## config.mk

```make
export PLATFORM = sky130hd
export DESIGN_NAME = cpsi_core
export DESIGN_NICKNAME = d
export VERILOG_FILES = /design/src/rtl/cpsi_pkg.sv /design/src/rtl/cpsi_stack_if.sv /design/src/rtl/cpsi_ret_stack.sv /design/src/rtl/cpsi_core.sv
export SDC_FILE = /design/constraint.sdc
export NUM_CORES = 1
export LEC_CHECK = 0
export BUFFER_PORTS_ARGS = -buffer_cell sky130_fd_sc_hd__buf_2
export CAP_MARGIN = 10
export CORE_ASPECT_RATIO = 0.5
export CORE_MARGIN = 5
export CORE_UTILIZATION = 35
export CTS_CLUSTER_SIZE = 30
export DETAILED_ROUTE_END_ITERATION = 10
export PLACE_DENSITY_LB_ADDON = 0.15
export SLEW_MARGIN = 20
export SYNTH_ARGS = -nofsm -noshare
export SYNTH_HDL_FRONTEND = slang
export SYNTH_SLANG_ARGS = --single-unit
```

## constraint.sdc

```tcl
create_clock -name clk_sys -period 8.42 [get_ports clk_sys]
set_input_delay 1.684 -clock clk_sys [delete_from_list [all_inputs] [get_ports clk_sys]]
set_output_delay 1.684 -clock clk_sys [all_outputs]
set_load 0.1 [all_outputs]
```

## src/rtl/cpsi_pkg.sv

```systemverilog
// Purpose: Shared constants for the core control-state block
// Assumes: Single clock, synchronous active-high reset
// Notes:   Register byte offsets are the printed offsets
package cpsi_pkg;
  localparam int PC_W        = 13;
  localparam int STK_DEPTH   = 8;
  localparam int STK_PTR_W   = 3;
  localparam int ADDR_W      = 9;
  localparam int PT_W        = 8;

  localparam logic [8:0] OFF_INDIRECT   = 9'h000;
  localparam logic [8:0] OFF_PC_LOW     = 9'h002;
  localparam logic [8:0] OFF_STATUS     = 9'h003;
  localparam logic [8:0] OFF_POINTER    = 9'h004;
  localparam logic [8:0] OFF_PC_LATCH   = 9'h00a;
  localparam logic [8:0] OFF_RESET_CAUSE = 9'h08e;
  localparam logic [8:0] OFF_OSC_TRIM   = 9'h090;

  localparam int BIT_POR       = 1;
  localparam int BIT_BROWNOUT  = 0;
  localparam int BIT_BANK_TOP  = 7;
  localparam int TRIM_LSB      = 2;

  localparam logic [5:0] TRIM_CENTRE = 6'h20;
  localparam logic [7:0] TRIM_RESET  = 8'h80;
  localparam logic [7:0] STATUS_RESET = 8'h00;
  localparam logic [7:0] BYTE_ZERO   = 8'h00;
  localparam logic [12:0] PC_RESET   = 13'h0000;

  typedef enum logic [2:0] {
    CPSI_OP_NONE,
    CPSI_OP_STEP,
    CPSI_OP_CALL,
    CPSI_OP_JUMP,
    CPSI_OP_RETURN,
    CPSI_OP_VECTOR
  } cpsi_op_t;
endpackage

```

## src/rtl/cpsi_stack_if.sv

```systemverilog
// Purpose: Push/pop carrier between core and return stack
// Assumes: Single clock
// Notes:   Push and pop never both high
interface cpsi_stack_if;
  logic        push;
  logic        pop;
  logic [12:0] push_data;
  logic [12:0] top_data;
  modport core (output push, output pop, output push_data, input top_data);
  modport stack (input push, input pop, input push_data, output top_data);
endinterface

```

## src/rtl/cpsi_ret_stack.sv

```systemverilog
// Purpose: Eight-entry circular return stack
// Assumes: Push and pop exclusive
// Notes:   No overflow or underflow indication exists
module cpsi_ret_stack #(
  parameter int DEPTH = cpsi_pkg::STK_DEPTH
) (
  input  wire logic    clk_sys,
  input  wire logic    sys_rst,
  cpsi_stack_if.stack  stk
);
  logic [cpsi_pkg::PC_W-1:0]      entry [DEPTH];
  logic [cpsi_pkg::STK_PTR_W-1:0] wr_ptr;
  logic [cpsi_pkg::STK_PTR_W-1:0] top_ptr;

  assign top_ptr = wr_ptr - 3'h1;
  assign stk.top_data = entry[top_ptr];

  // Pointer wraps freely, older entries overwritten
  always_ff @(posedge clk_sys)
  begin
    if (sys_rst)
      wr_ptr <= 3'h0;
    else if (stk.push)
      wr_ptr <= wr_ptr + 3'h1;
    else if (stk.pop)
      wr_ptr <= wr_ptr - 3'h1;
  end

  genvar g;
  generate
    for (g = 0; g < DEPTH; g++)
    begin : g_ent
      always_ff @(posedge clk_sys)
      begin
        if (sys_rst)
          entry[g] <= cpsi_pkg::PC_RESET;
        else if (stk.push && int'(wr_ptr) == g)
          entry[g] <= stk.push_data;
      end
    end
  endgenerate
endmodule

```

## src/rtl/cpsi_core.sv

```systemverilog
// Purpose: Program counter, return stack, indirect access, reset cause, trim
// Assumes: Decoder gives one op per cycle; data memory external
// Notes:   Register read data appear the cycle after the read strobe
//
// Implementation choice: strobed register access.
module cpsi_core #(
  parameter logic [12:0] VECTOR_ADDR = 13'h0004
) (
  input  wire logic        clk_sys,
  input  wire logic        sys_rst,
  input  wire logic        por_event,
  input  wire logic        brownout_event,
  input  wire cpsi_pkg::cpsi_op_t op,
  input  wire logic [10:0] op_target,
  input  wire logic [8:0]  reg_addr,
  input  wire logic [7:0]  reg_wdata,
  input  wire logic        reg_wr,
  input  wire logic        reg_rd,
  output logic      [7:0]  reg_rdata,
  output logic      [12:0] pc,
  output logic      [8:0]  mem_addr,
  output logic      [7:0]  mem_wdata,
  output logic             mem_wr,
  output logic             mem_rd,
  input  wire logic [7:0]  mem_rdata,
  output logic      [5:0]  trim_code
);
  cpsi_stack_if stk ();

  logic [12:0] next_pc;
  logic [7:0]  pc_high_latch;
  logic [7:0]  pointer_register;
  logic [7:0]  status_reg;
  logic        por_flag;
  logic        brownout_flag;
  logic [7:0]  osc_trim;
  logic [8:0]  eff_addr;
  logic        ind_self;
  logic [7:0]  local_rdata;
  logic        wr_pcl;

  // Stack storage is one module; pointer has no register address
  cpsi_ret_stack #(.DEPTH(cpsi_pkg::STK_DEPTH)) u_stack (
    .clk_sys (clk_sys),
    .sys_rst (sys_rst),
    .stk     (stk)
  );

  assign wr_pcl = reg_wr && reg_addr == cpsi_pkg::OFF_PC_LOW;
  assign eff_addr = {status_reg[cpsi_pkg::BIT_BANK_TOP], pointer_register};
  assign ind_self = eff_addr == cpsi_pkg::OFF_INDIRECT;

  // Return address is the instruction after the current one
  // A same-cycle low byte write cancels the op, stack included
  assign stk.push = !wr_pcl && (op == cpsi_pkg::CPSI_OP_CALL || op == cpsi_pkg::CPSI_OP_VECTOR);
  assign stk.pop = !wr_pcl && op == cpsi_pkg::CPSI_OP_RETURN;
  assign stk.push_data = pc + 13'h0001;

  always_comb
  begin
    next_pc = pc + 13'h0001;
    case (op)
      cpsi_pkg::CPSI_OP_NONE:
        next_pc = pc;
      cpsi_pkg::CPSI_OP_CALL,
      cpsi_pkg::CPSI_OP_JUMP:
        next_pc = {pc_high_latch[4:3], op_target};
      cpsi_pkg::CPSI_OP_RETURN:
        next_pc = stk.top_data;
      cpsi_pkg::CPSI_OP_VECTOR:
        next_pc = VECTOR_ADDR;
      default:
        next_pc = pc + 13'h0001;
    endcase
    // Software write wins; its upper bits come from latch bits 4:0, not the adder
    if (wr_pcl)
      next_pc = {pc_high_latch[4:0], reg_wdata};
  end

  always_ff @(posedge clk_sys)
  begin
    if (sys_rst)
      pc <= cpsi_pkg::PC_RESET;
    else
      pc <= next_pc;
  end

  // Latch changes only by software write, never by stack activity
  always_ff @(posedge clk_sys)
  begin
    if (sys_rst)
      pc_high_latch <= cpsi_pkg::BYTE_ZERO;
    else if (reg_wr && reg_addr == cpsi_pkg::OFF_PC_LATCH)
      pc_high_latch <= {3'h0, reg_wdata[4:0]};
  end

  always_ff @(posedge clk_sys)
  begin
    if (sys_rst)
    begin
      pointer_register <= cpsi_pkg::BYTE_ZERO;
      status_reg <= cpsi_pkg::STATUS_RESET;
    end
    else
    begin
      if (reg_wr && reg_addr == cpsi_pkg::OFF_POINTER)
        pointer_register <= reg_wdata;
      if (reg_wr && reg_addr == cpsi_pkg::OFF_STATUS)
        status_reg <= reg_wdata;
    end
  end

  // Event clear wins over a same-cycle software write
  always_ff @(posedge clk_sys)
  begin
    if (sys_rst)
    begin
      por_flag <= 1'b1;
      brownout_flag <= 1'b1;
    end
    else
    begin
      if (por_event)
        por_flag <= 1'b0;
      else if (reg_wr && reg_addr == cpsi_pkg::OFF_RESET_CAUSE)
        por_flag <= reg_wdata[cpsi_pkg::BIT_POR];
      if (brownout_event)
        brownout_flag <= 1'b0;
      else if (reg_wr && reg_addr == cpsi_pkg::OFF_RESET_CAUSE)
        brownout_flag <= reg_wdata[cpsi_pkg::BIT_BROWNOUT];
    end
  end

  always_ff @(posedge clk_sys)
  begin
    if (sys_rst)
      osc_trim <= cpsi_pkg::TRIM_RESET;
    else if (reg_wr && reg_addr == cpsi_pkg::OFF_OSC_TRIM)
      osc_trim <= {reg_wdata[7:2], 2'h0};
  end

  always_ff @(posedge clk_sys)
  begin
    if (sys_rst)
      trim_code <= cpsi_pkg::TRIM_CENTRE;
    else
      trim_code <= osc_trim[7:cpsi_pkg::TRIM_LSB];
  end

  // Indirect port: forwarded to data memory, never stored here
  always_ff @(posedge clk_sys)
  begin
    if (sys_rst)
    begin
      mem_addr <= 9'h000;
      mem_wdata <= cpsi_pkg::BYTE_ZERO;
      mem_wr <= 1'b0;
      mem_rd <= 1'b0;
    end
    else
    begin
      // Follow pointer writes at once so the address never lags the registers
      mem_addr <= eff_addr;
      if (reg_wr && reg_addr == cpsi_pkg::OFF_POINTER)
        mem_addr[cpsi_pkg::PT_W-1:0] <= reg_wdata;
      if (reg_wr && reg_addr == cpsi_pkg::OFF_STATUS)
        mem_addr[cpsi_pkg::PT_W] <= reg_wdata[cpsi_pkg::BIT_BANK_TOP];
      mem_wdata <= reg_wdata;
      mem_wr <= reg_wr && reg_addr == cpsi_pkg::OFF_INDIRECT && !ind_self;
      mem_rd <= reg_rd && reg_addr == cpsi_pkg::OFF_INDIRECT && !ind_self;
    end
  end

  always_comb
  begin
    local_rdata = cpsi_pkg::BYTE_ZERO;
    case (reg_addr)
      cpsi_pkg::OFF_PC_LOW:      local_rdata = pc[7:0];
      cpsi_pkg::OFF_PC_LATCH:    local_rdata = pc_high_latch;
      cpsi_pkg::OFF_POINTER:     local_rdata = pointer_register;
      cpsi_pkg::OFF_STATUS:      local_rdata = status_reg;
      cpsi_pkg::OFF_RESET_CAUSE: local_rdata = {6'h00, por_flag, brownout_flag};
      cpsi_pkg::OFF_OSC_TRIM:    local_rdata = osc_trim;
      default:                   local_rdata = cpsi_pkg::BYTE_ZERO;
    endcase
  end

  // Indirect read takes the memory word standing in the strobe cycle
  always_ff @(posedge clk_sys)
  begin
    if (sys_rst)
      reg_rdata <= cpsi_pkg::BYTE_ZERO;
    else if (reg_rd && reg_addr == cpsi_pkg::OFF_INDIRECT)
      reg_rdata <= ind_self ? cpsi_pkg::BYTE_ZERO : mem_rdata;
    else if (reg_rd)
      reg_rdata <= local_rdata;
    else
      reg_rdata <= cpsi_pkg::BYTE_ZERO;
  end
endmodule

```

==> flow_metrics.env, run 1 <==
export IMPL_max_clock_path_buffers=2
export IMPL_post_drt_via_cell_ratio=5.345
export IMPL_synth_area_top_cells="edfxtp_1 39%, dfxtp_1 18%, mux4_2 7.3%"
export IMPL_die_area_mm2=0.02616
export IMPL_final_core_util=0.4115
export IMPL_yosys_area_share_adder=0.01408
export IMPL_timing_hold_worst_path_depth=2
export IMPL_crit_family="simple AND/OR/NAND/NOR gates"
export IMPL_portBuffers=90
export IMPL_r2r_setup_slack_ps=5010
export IMPL_num_antenna_cells=0
export IMPL_gp_congestion=0.7967
export IMPL_cts_resized=0
export IMPL_largest_register_ff_count=104
export IMPL_maxSlewViolCount=0
export IMPL_total_switching_power_mw=0.5809
export IMPL_crit_arrival_ps=3970
export IMPL_global_route_total_overflow=0
export IMPL_async_reset_ff_frac=0
export IMPL_cts_repair_timing_setup_buffer_count=0
export IMPL_max_flop_register="u_stack.entry"
export IMPL_max_fanout_on_critical_path=19
export IMPL_holdWs_ps=473.4
export IMPL_synth_edff_count=104
export IMPL_clk_pin_slew_worst_paths_ps=70
export IMPL_cts_sinks=174
export IMPL_dr_total_vias=5826
export IMPL_critPathMaxStageDelay_ps=730
export IMPL_cts_hold_buffers=0
export IMPL_wire_length_of_the_first_global_routing_pass_um=34390
export IMPL_synth_distinct_cells=60
export IMPL_initial_utilization=0.3533
export IMPL_combPwrFrac=0.133
export IMPL_n_fill_cell=2218
export IMPL_drt_pass1_iter_count=5
export IMPL_end_kind="flop"
export IMPL_power_clock_fraction=0.391
export IMPL_die_height_um=116.9
export IMPL_ports_placed_on_the_boundary=91
export IMPL_post_synthesis_share_of_cell_area_spent_on_and_or_nand_and_nor_gates=0.1658
export IMPL_mappedNetlistNets=748
export IMPL_final_worst_path_period_need_ps=3878
export IMPL_netlist_top_cells_count="137 x nor2_1, 104 x edfxtp_1, 70 x dfxtp_1"
export IMPL_crit_reg2reg_launch="u_stack.wr_ptr[0]"
export IMPL_critPathKind="in2reg"
export IMPL_row_count=39
export IMPL_drive_gt1_frac=0.2324
export IMPL_hold_ep="osc_trim[2]"
export IMPL_die_width_um=223.8
export IMPL_antenna_violating_nets_post_route=0
export IMPL_power_share_sequential=0.476
export IMPL_number_of_global_route_vias_before_repair=5803
export IMPL_cts_htree_levels=4
export IMPL_synth_top_family_by_area="simple AND/OR/NAND/NOR gates"
export IMPL_synth_largest_type_area_fraction=0.3904
export IMPL_synth_sequential_area_ratio=0.5656
export IMPL_maximum_number_of_pins_on_one_net_before_global_route_repair=74
export IMPL_worstReg2RegEnd="pc[5]"
export IMPL_achievable_frequency_mhz=257.9
export IMPL_routedWlPerCell_um=20.65
export IMPL_start_kind="input pin"
export IMPL_hold_start="osc_trim[2]"
export IMPL_dp_final_hpwl_um=15630
export IMPL_final_setup_tns_ps=0
export IMPL_synthXorXnorAreaFrac=0.01502
export IMPL_clkLatencyLatePin_ps=440
export IMPL_area_growth_synth_to_final_pct=16.47
export IMPL_status="finished, final reports clean"
export IMPL_slowest_stage="and4_1"
export IMPL_post_synth_top_area_cell="edfxtp_1"
export IMPL_max_cap_violations=0
export IMPL_slew_headroom=0.2417
export IMPL_worst_r2r_path_depth=8
export IMPL_yosys_warnings=0
export IMPL_critical_path_required_ps=8520
export IMPL_cell_internal_pwr_mw=1.430
export IMPL_pwr_density_cell_mw_per_mm2=215.8
export IMPL_dr_first_iter_drc_count=529
export IMPL_gr_usage_all_layers=0.1728
export IMPL_tritoncts="done"
export IMPL_synth_compound_area_share=0.09745
export IMPL_synth_flop_cell="edfxtp_1"
export IMPL_grt_setup_unrepaired="false"
export IMPL_cp_cell_sequence="buf_2 > nor4b_2 > and4_1 > nor2_1 > a21o_1"
export IMPL_largest_registers="u_stack.entry (104), pc (13)"
export IMPL_grt_antenna_before_repair=1
export IMPL_final_hold_violation_count=0
export IMPL_share_of_cell_area_taken_by_muxes_after_synthesis=0.1145
export IMPL_cellLeakagePower_nw=3.474
export IMPL_coreArea_mm2=0.02264
export IMPL_max_slew_worst_pin_slew_ps=1129
export IMPL_syn_mean_instance_area_um2=11.53
export IMPL_cts_made_buffers=17
export IMPL_netlist_instances=694
export IMPL_routed_wl_um=22510
export IMPL_critical_path_buf_inv_count=1
export IMPL_finalCritPeriodShare=0.4606
export IMPL_remaining_drc_errors=0
export IMPL_switching_share=0.2889
export IMPL_min_path_type="reg2reg"
export IMPL_final_net_count=824
export IMPL_synth_cell_area_mm2=0.007999
export IMPL_clockRootBuffer="clkbuf_16"
export IMPL_fin_skew_ps=8.622
export IMPL_irDropWorstVdd_mv=0.1424
export IMPL_final_setup_viol_count=0
export IMPL_postSynthRegisterBits=174
export IMPL_synthMostInstantiatedCell="nor2_1"
-- cells by family (layout without fill, tap and decap cells) --
| logic type | count (synthesis) | in the layout |
|---|---|---|
| simple gates | 279 | 279 |
| flops | 174 | 174 |
| compound gates | 107 | 107 |
| mux | 58 | 58 |
| buf+inv | 55 | 144 |
| xor+xnor | 12 | 12 |
| fa+ha+maj | 9 | 9 |
-- stage by stage --
| step | worst slack, ps | total power, mW | instances | cell area, µm² |
|---|---|---|---|---|
| 6_report | 4542 | 2.011 | 1090 | 9316 |
| 5_1_grt | 4359 | 2.082 | 1090 | 9316 |
| 4_1_cts | 4557 | 2.023 | 1090 | 9316 |
| 3_5_place_dp | 4103 | 1.244 | 1058 | 8741 |
| 3_3_place_gp | 4155 | 1.242 | 1058 | 8741 |
| 2_1_floorplan | 5089 | 1.158 | 694 | 7999 |
-- power groups by stage --
stage / logic [mW] / clock network (mW) / registers, mW
floorplan: 0.134 / 0 / 1.02
global placement: 0.267 / 0 / 0.975
CTS: 0.269 / 0.797 / 0.957
global route: 0.287 / 0.835 / 0.960
finish: 0.268 / 0.786 / 0.957
detailed placement: 0.268 / 0 / 0.976
-- worst max-delay path by stage --
stage,from,endpoint,slack (ps),depth (start not counted)
2_1_floorplan,op[0],u_stack.entry[3][0],5090,5
3_5_place_dp,reg_addr[2],u_stack.entry[7][5],4100,5
3_3_place_gp,reg_addr[2],u_stack.entry[0][4],4150,5
4_1_cts,reg_addr[2],u_stack.entry[7][12],4560,5
6_report,reg_addr[2],u_stack.entry[3][2],4540,5
5_1_grt,reg_addr[2],u_stack.entry[3][12],4360,5
-- worst reg2reg max path, cell delays in order, from the launching register on --
cell,delay (ps)
dfxtp_2,310
buf_4,470
inv_1,190
ha_1,730
buf_4,420
mux4_2,390
a22oi_1,360
nand3_1,170
a22o_1,250
-- placed cells by master (no fill, tap or decap), drive strengths merged, types with 7 or more instances in the layout --
master	instances
and3	9
mux4	26
xnor2	7
clkbuf	17
nor2b	15
nand2	43
ha	9
nor3	9
mux2	8
o2bb2ai	7
edfxtp	104
inv	22
dfxtp	70
o21ai	14
mux2i	24
buf	97
nand3	18
a22oi	12
nor4	13
a22o	18
nor2	137
a21oi	22
-- layer usage --
| layer | GRT usage | share of wire |
|---|---|---|
| met1 | 0.2376 | 0.47 |
| met2 | 0.2835 | 0.47 |
| met3 | 0.03339 | 0.052 |
| met4 | 0.05016 | 0.014 |
| met5 | 0 | 0.00058 |
-- layout make-up --
class | count | area (µm²) | share of cell area
flip-flops and latches | 174 | 4526 | 0.4858
multi-input cells | 465 | 3272 | 0.3512
repair buffers | 97 | 503.0 | 0.05399
clock buffers | 17 | 425.4 | 0.04566
well taps | 307 | 384.1 | 0.04123
clock inverters | 15 | 150.1 | 0.01612
inverters | 15 | 56.30 | 0.006044
(Power assumes the default switching activity.)
==> run 2, diff against run 1 <==
--- a/config.mk
+++ b/config.mk
@@ -5,6 +5,7 @@
 export SDC_FILE = /design/constraint.sdc
 export NUM_CORES = 1
 export LEC_CHECK = 0
+export ABC_AREA = 1
 export BUFFER_PORTS_ARGS = -buffer_cell sky130_fd_sc_hd__buf_2
 export CAP_MARGIN = 10
 export CORE_ASPECT_RATIO = 0.5
==> constraint.sdc (replaced) <==
create_clock -name clk_sys -period 3.6 [get_ports clk_sys]
set_input_delay 0.72 -clock clk_sys [delete_from_list [all_inputs] [get_ports clk_sys]]
set_output_delay 0.72 -clock clk_sys [all_outputs]
set_load 0.1 [all_outputs]
==> flow_metrics.env, run 2 <==
export IMPL_worst_r2r_path_depth=11
export IMPL_tritoncts="done"
export IMPL_synth_distinct_cells=41
export IMPL_final_worst_path_period_need_ps=2412
export IMPL_cts_repair_timing_setup_buffer_count=0
export IMPL_clockRootBuffer="clkbuf_16"
export IMPL_num_antenna_cells=0
export IMPL_dr_first_iter_drc_count=664
export IMPL_synth_sequential_area_ratio=0.5219
export IMPL_clkLatencyLatePin_ps=440
export IMPL_netlist_instances=1078
export IMPL_holdWs_ps=445.3
export IMPL_fin_skew_ps=10.34
export IMPL_min_path_type="reg2reg"
export IMPL_end_kind="flop"
export IMPL_wire_length_of_the_first_global_routing_pass_um=41090
export IMPL_postSynthRegisterBits=174
export IMPL_crit_family="simple AND/OR/NAND/NOR gates"
export IMPL_layoutNonFillerInstCount=1510
export IMPL_initial_utilization=0.3586
export IMPL_synthMostInstantiatedCell="nand2_1"
export IMPL_report_power_total_mw=5.020
export IMPL_dp_final_hpwl_um=18210
export IMPL_final_net_count=1215
export IMPL_antenna_violating_nets_post_route=0
export IMPL_largest_registers="u_stack.entry (104), pc (13)"
export IMPL_post_synth_top_area_cell="edfxtp_1"
export IMPL_synthXorXnorAreaFrac=0.009094
export IMPL_syn_mean_instance_area_um2=8.041
export IMPL_final_hold_violation_count=0
export IMPL_final_setup_viol_count=0
export IMPL_critical_path_most_common_cell="nand2_1"
export IMPL_area_growth_synth_to_final_pct=16.25
export IMPL_global_route_total_overflow=0
export IMPL_maxSlewViolCount=0
export IMPL_irDropWorstVdd_mv=0.3469
export IMPL_dr_total_vias=7462
export IMPL_maximum_number_of_pins_on_one_net_before_global_route_repair=57
export IMPL_grt_antenna_before_repair=0
export IMPL_slew_headroom=0.5123
export IMPL_die_height_um=121.3
export IMPL_netlist_top_cells_count="246 x nand2_1, 168 x nor2_1, 136 x inv_1"
export IMPL_ports_placed_on_the_boundary=91
export IMPL_pwr_density_cell_mw_per_mm2=498.2
export IMPL_layout_cells_most_common="nand2_1"
export IMPL_async_reset_ff_frac=0
export IMPL_synth_largest_type_area_fraction=0.3603
export IMPL_final_core_util=0.4169
export IMPL_cts_sinks=174
export IMPL_hold_ep="status_reg[4]"
export IMPL_die_area_mm2=0.02820
export IMPL_cts_htree_levels=4
export IMPL_post_drt_via_cell_ratio=4.942
export IMPL_post_synthesis_share_of_cell_area_spent_on_and_or_nand_and_nor_gates=0.2815
export IMPL_cts_resized=0
export IMPL_routedWlPerCell_um=17.66
export IMPL_routed_wl_um=26670
export IMPL_max_slew_worst_pin_slew_ps=727.1
export IMPL_r2r_setup_slack_ps=1190
export IMPL_worstReg2RegEnd="pc[1]"
export IMPL_remaining_drc_errors=0
export IMPL_gp_congestion=0.8741
export IMPL_cp_cell_sequence="inv_1 > ha_1 > clkinv_1 > nand2_1 > nand3_1 > nand3_1 > nand2_1 > nand2_1 > nand2_1 > nand2_1 > a21oi_1"
export IMPL_die_width_um=232.6
export IMPL_number_of_global_route_vias_before_repair=7194
export IMPL_mappedNetlistNets=1132
export IMPL_synth_flop_cell="edfxtp_1"
export IMPL_yosys_warnings=0
export IMPL_max_cap_violations=0
export IMPL_synth_top_family_by_area="simple AND/OR/NAND/NOR gates"
export IMPL_share_of_cell_area_taken_by_muxes_after_synthesis=0
export IMPL_cellLeakagePower_nw=4.382
export IMPL_achievable_frequency_mhz=414.6
export IMPL_max_clock_path_buffers=2
export IMPL_critPathMaxStageDelay_ps=580
export IMPL_layout_common_cells="246 x nand2_1, 168 x nor2_1, 137 x inv_1, 104 x edfxtp_1, 94 x nand3_1"
export IMPL_slowest_stage="clkinv_1"
export IMPL_max_flop_register="u_stack.entry"
export IMPL_portBuffers=90
export IMPL_coreArea_mm2=0.02417
export IMPL_row_count=40
export IMPL_cts_hold_buffers=0
export IMPL_placed_cells_incl_taps=1478
export IMPL_clk_pin_slew_worst_paths_ps=70
export IMPL_grt_setup_unrepaired="false"
export IMPL_timing_hold_worst_path_depth=2
export IMPL_synth_compound_area_share=0.08372
export IMPL_critical_path_required_ps=3920
export IMPL_gr_usage_all_layers=0.1923
export IMPL_status="finished, final reports clean"
export IMPL_crit_reg2reg_launch="u_stack.wr_ptr[1]"
export IMPL_finalCritPeriodShare=0.6701
export IMPL_critical_path_buf_inv_count=2
export IMPL_max_fanout_on_critical_path=19
export IMPL_cts_made_buffers=17
export IMPL_critPathKind="reg2reg"
export IMPL_hold_start="status_reg[4]"
export IMPL_largest_register_ff_count=104
export IMPL_drive_gt1_frac=0.1491
export IMPL_start_kind="flop"
export IMPL_crit_arrival_ps=2740
export IMPL_synth_cell_area_mm2=0.008668
export IMPL_final_setup_tns_ps=0
export IMPL_drt_pass1_iter_count=6
export IMPL_synth_edff_count=104
export IMPL_synth_area_top_cells="edfxtp_1 36%, dfxtp_1 16%, nand2_1 11%"
export IMPL_yosys_area_share_adder=0.01299
run 2: worst max-delay path by stage:
stage,startpoint,to,cells past startpoint
after floorplan,u_stack.wr_ptr[0],u_stack.entry[0][0],6
after global placement,reg_addr[0],pc[0],10
after detailed placement,reg_addr[8],pc[12],10
after CTS,u_stack.wr_ptr[1],pc[0],11
after global routing,u_stack.wr_ptr[1],pc[9],10
final,u_stack.wr_ptr[1],pc[1],11
run 2: per-layer routing:
| metal | share of wire | GRT usage | wire (µm) | up-vias |
|---|---|---|---|---|
| met5 | 0 | 0 | 0 | - |
| met1 | 0.45 | 0.2529 | 11890 | 3507 |
| li1 | - | - | - | 3657 |
| met2 | 0.46 | 0.3092 | 12170 | 252 |
| met4 | 0.031 | 0.07335 | 828 | 0 |
| met3 | 0.067 | 0.04606 | 1774 | 46 |
run 2: worst register-to-register path, stage by stage, from the launching register on:
cell      delay [ps]
dfxtp_1          370
inv_1            110
ha_1             310
clkinv_1         580
nand2_1          310
nand3_1          160
nand3_1          170
nand2_1           80
nand2_1           70
nand2_1           50
nand2_1           60
a21oi_1           50
run 2: logic make-up (layout without fill, tap and decap cells):
group,after synthesis,in the layout
and+or+nand+nor,554,554
AOI/OAI and AO/OA,139,139
xor gates and xnor gates,9,9
DFF,174,174
buffers and inverters,193,289
adders and majority gates,9,9
run 2: where the power goes:
part,internal (mW),total (mW),switching (mW)
clock,1.14,1.94,0.798
sequential,2.18,2.23,0.0441
combinational,0.202,0.855,0.653
run 2: layout make-up:
class	count	area (µm²)
Tap cell	336	420.4
Clock inverter	10	106.4
Fill cell	2499	14100
Clock buffer	22	506.7
Sequential cell	174	4526
Inverter	146	553.0
Timing Repair Buffer	111	608.1
Multi-Input combinational cell	711	3357
run 2: per-stage QoR:
step,area (µm²),setup WS (ps)
after floorplan,8668,1002
after global placement,9464,1010
after detailed placement,9464,982.9
after CTS,10080,1170
after global routing,10080,982.3
final,10080,1188
==> run 3, diff against run 2 <==
==> constraint.sdc (replaced) <==
create_clock -name clk_sys -period 2.1 [get_ports clk_sys]
set_input_delay 0.42 -clock clk_sys [delete_from_list [all_inputs] [get_ports clk_sys]]
set_output_delay 0.42 -clock clk_sys [all_outputs]
set_load 0.1 [all_outputs]
==> flow_metrics.env, run 3 (same netlist as run 2, synthesis figures left out) <==
export IMPL_cts_made_buffers=17
export IMPL_fin_skew_ps=12.36
export IMPL_wire_length_of_the_first_global_routing_pass_um=42080
export IMPL_irDropWorstVdd_mv=0.6687
export IMPL_end_kind="flop"
export IMPL_coreArea_mm2=0.02417
export IMPL_place_area_mm2=0.009774
export IMPL_routedWlPerCell_um=17.55
export IMPL_clk_pin_slew_worst_paths_ps=70
export IMPL_largest_registers="u_stack.entry (104), pc (13)"
export IMPL_cts_hold_buffers=0
export IMPL_combPwrFrac=0.178
export IMPL_clockRootBuffer="clkbuf_16"
export IMPL_final_worst_path_period_need_ps=1986
export IMPL_achievable_frequency_mhz=503.6
export IMPL_crit_arrival_ps=2360
export IMPL_finalCritPeriodShare=0.9456
export IMPL_clkLatencyLatePin_ps=450
export IMPL_min_path_type="in2reg"
export IMPL_initial_utilization=0.3586
export IMPL_cts_sinks=174
export IMPL_n_fill_cell=2446
export IMPL_start_kind="flop"
export IMPL_gr_usage_all_layers=0.1952
export IMPL_critPathKind="reg2reg"
export IMPL_die_area_mm2=0.02820
export IMPL_drt_pass1_iter_count=5
export IMPL_portBuffers=90
export IMPL_remaining_drc_errors=0
export IMPL_antenna_violating_nets_post_route=0
export IMPL_grt_setup_unrepaired="false"
export IMPL_grt_antenna_before_repair=0
export IMPL_dr_total_vias=7577
export IMPL_cell_internal_pwr_mw=6.164
export IMPL_cts_resized=0
export IMPL_final_hold_violation_count=0
export IMPL_post_drt_via_cell_ratio=4.946
export IMPL_maximum_number_of_pins_on_one_net_before_global_route_repair=54
export IMPL_area_growth_synth_to_final_pct=20.01
export IMPL_die_width_um=232.6
export IMPL_layout_cells_most_common="nand2_1"
export IMPL_layout_common_cells="246 x nand2_1, 168 x nor2_1, 136 x inv_1, 104 x edfxtp_1, 94 x nand3_1"
export IMPL_routed_wl_um=26880
export IMPL_max_clock_path_buffers=2
export IMPL_final_design_area_no_fill_mm2=0.01040
export IMPL_tritoncts="done"
export IMPL_critical_path_required_ps=2480
export IMPL_dr_first_iter_drc_count=575
export IMPL_pwr_density_cell_mw_per_mm2=841.7
export IMPL_ports_placed_on_the_boundary=91
export IMPL_die_height_um=121.3
export IMPL_max_flop_register="u_stack.entry"
export IMPL_max_cap_violations=0
export IMPL_final_net_count=1239
export IMPL_largest_register_ff_count=104
export IMPL_cellLeakagePower_nw=4.523
export IMPL_max_fanout_on_critical_path=15
export IMPL_switching_share=0.2959
export IMPL_num_antenna_cells=0
export IMPL_number_of_global_route_vias_before_repair=7300
export IMPL_final_setup_tns_ps=0
export IMPL_total_switching_power_mw=2.591
export IMPL_maxSlewViolCount=0
export IMPL_holdWs_ps=168.0
export IMPL_slew_headroom=0.6335
export IMPL_cts_repair_timing_setup_buffer_count=0
export IMPL_final_core_util=0.4303
export IMPL_cts_htree_levels=4
export IMPL_power_share_sequential=0.438
export IMPL_final_setup_viol_count=0
export IMPL_dp_final_hpwl_um=19510
export IMPL_drive_gt1_frac=0.1722
export IMPL_row_count=40
export IMPL_power_clock_fraction=0.385
export IMPL_status="finished, final reports clean"
export IMPL_max_slew_worst_pin_slew_ps=544.0
export IMPL_global_route_total_overflow=0
export IMPL_gp_congestion=0.8622
## run 3: cell count changes in the layout (fill, tap and decap cells not counted), moves of 5 or more
| cell | change |
|---|---|
| buf_12 | +9 |
| buf_4 | +12 |
| dfxtp_1 | -9 |
| dfxtp_2 | +7 |
| clkinv_2 | -5 |
## run 3: critical path, cell delays in order (launching register included)
cell	delay, ps
dfxtp_1	360
inv_1	120
ha_4	330
buf_6	190
o21ai_0	110
o211ai_1	330
nand3_1	180
nand2_1	100
nand3_1	70
a21oi_1	120
## run 3: path summary, 6_finish.rpt
kind                        end               from  slack, ps  depth (start not counted)
setup / recovery         pc[10]  u_stack.wr_ptr[1]        110                          9
hold / removal     reg_rdata[3]       mem_rdata[3]        170                          3
setup reg to reg         pc[10]  u_stack.wr_ptr[1]        110                          9
hold reg to reg   status_reg[5]      status_reg[5]        440                          2
## run 3: layer usage
metal / track usage / vias up / wire, µm / share of wire
met1: 0.2676 / 3625 / 12480 / 0.46
met3: 0.06734 / 25 / 2237 / 0.083
met2: 0.2984 / 236 / 11870 / 0.44
met5: 0 / - / 0 / 0
li1: - / 3691 / - / -
met4: 0.04534 / 0 / 289 / 0.011
## run 3: cell type report
type | count | area [µm²] | area share
multi-input cells | 711 | 3369 | 0.3239
flip-flops and latches | 174 | 4542 | 0.4366
inverters | 146 | 555.5 | 0.05340
clock buffers | 19 | 432.9 | 0.04162
well taps | 336 | 420.4 | 0.04041
clock inverters | 11 | 166.4 | 0.01600
repair buffers | 135 | 915.9 | 0.08804
## run 3: power by group through the flow
stage / Clock, mW / Sequential [mW] / Combinational, mW
floorplan: 0 / 4.09 / 0.741
global placement: 0 / 3.90 / 1.52
detailed placement: 0 / 3.91 / 1.51
CTS: 3.41 / 3.83 / 1.51
global route: 3.58 / 3.85 / 1.68
finish: 3.37 / 3.83 / 1.56
## run 3: stage by stage
| stage | power (mW) | cells | setup WS [ps] |
|---|---|---|---|
| 2_1_floorplan | 4.835 | 1078 | -207.1 |
| 3_3_place_gp | 5.422 | 1502 | -107.7 |
| 3_5_place_dp | 5.415 | 1502 | -132.6 |
| 4_1_cts | 8.756 | 1532 | 102.9 |
| 5_1_grt | 9.103 | 1532 | 19.20 |
| 6_report | 8.755 | 1532 | 114.2 |
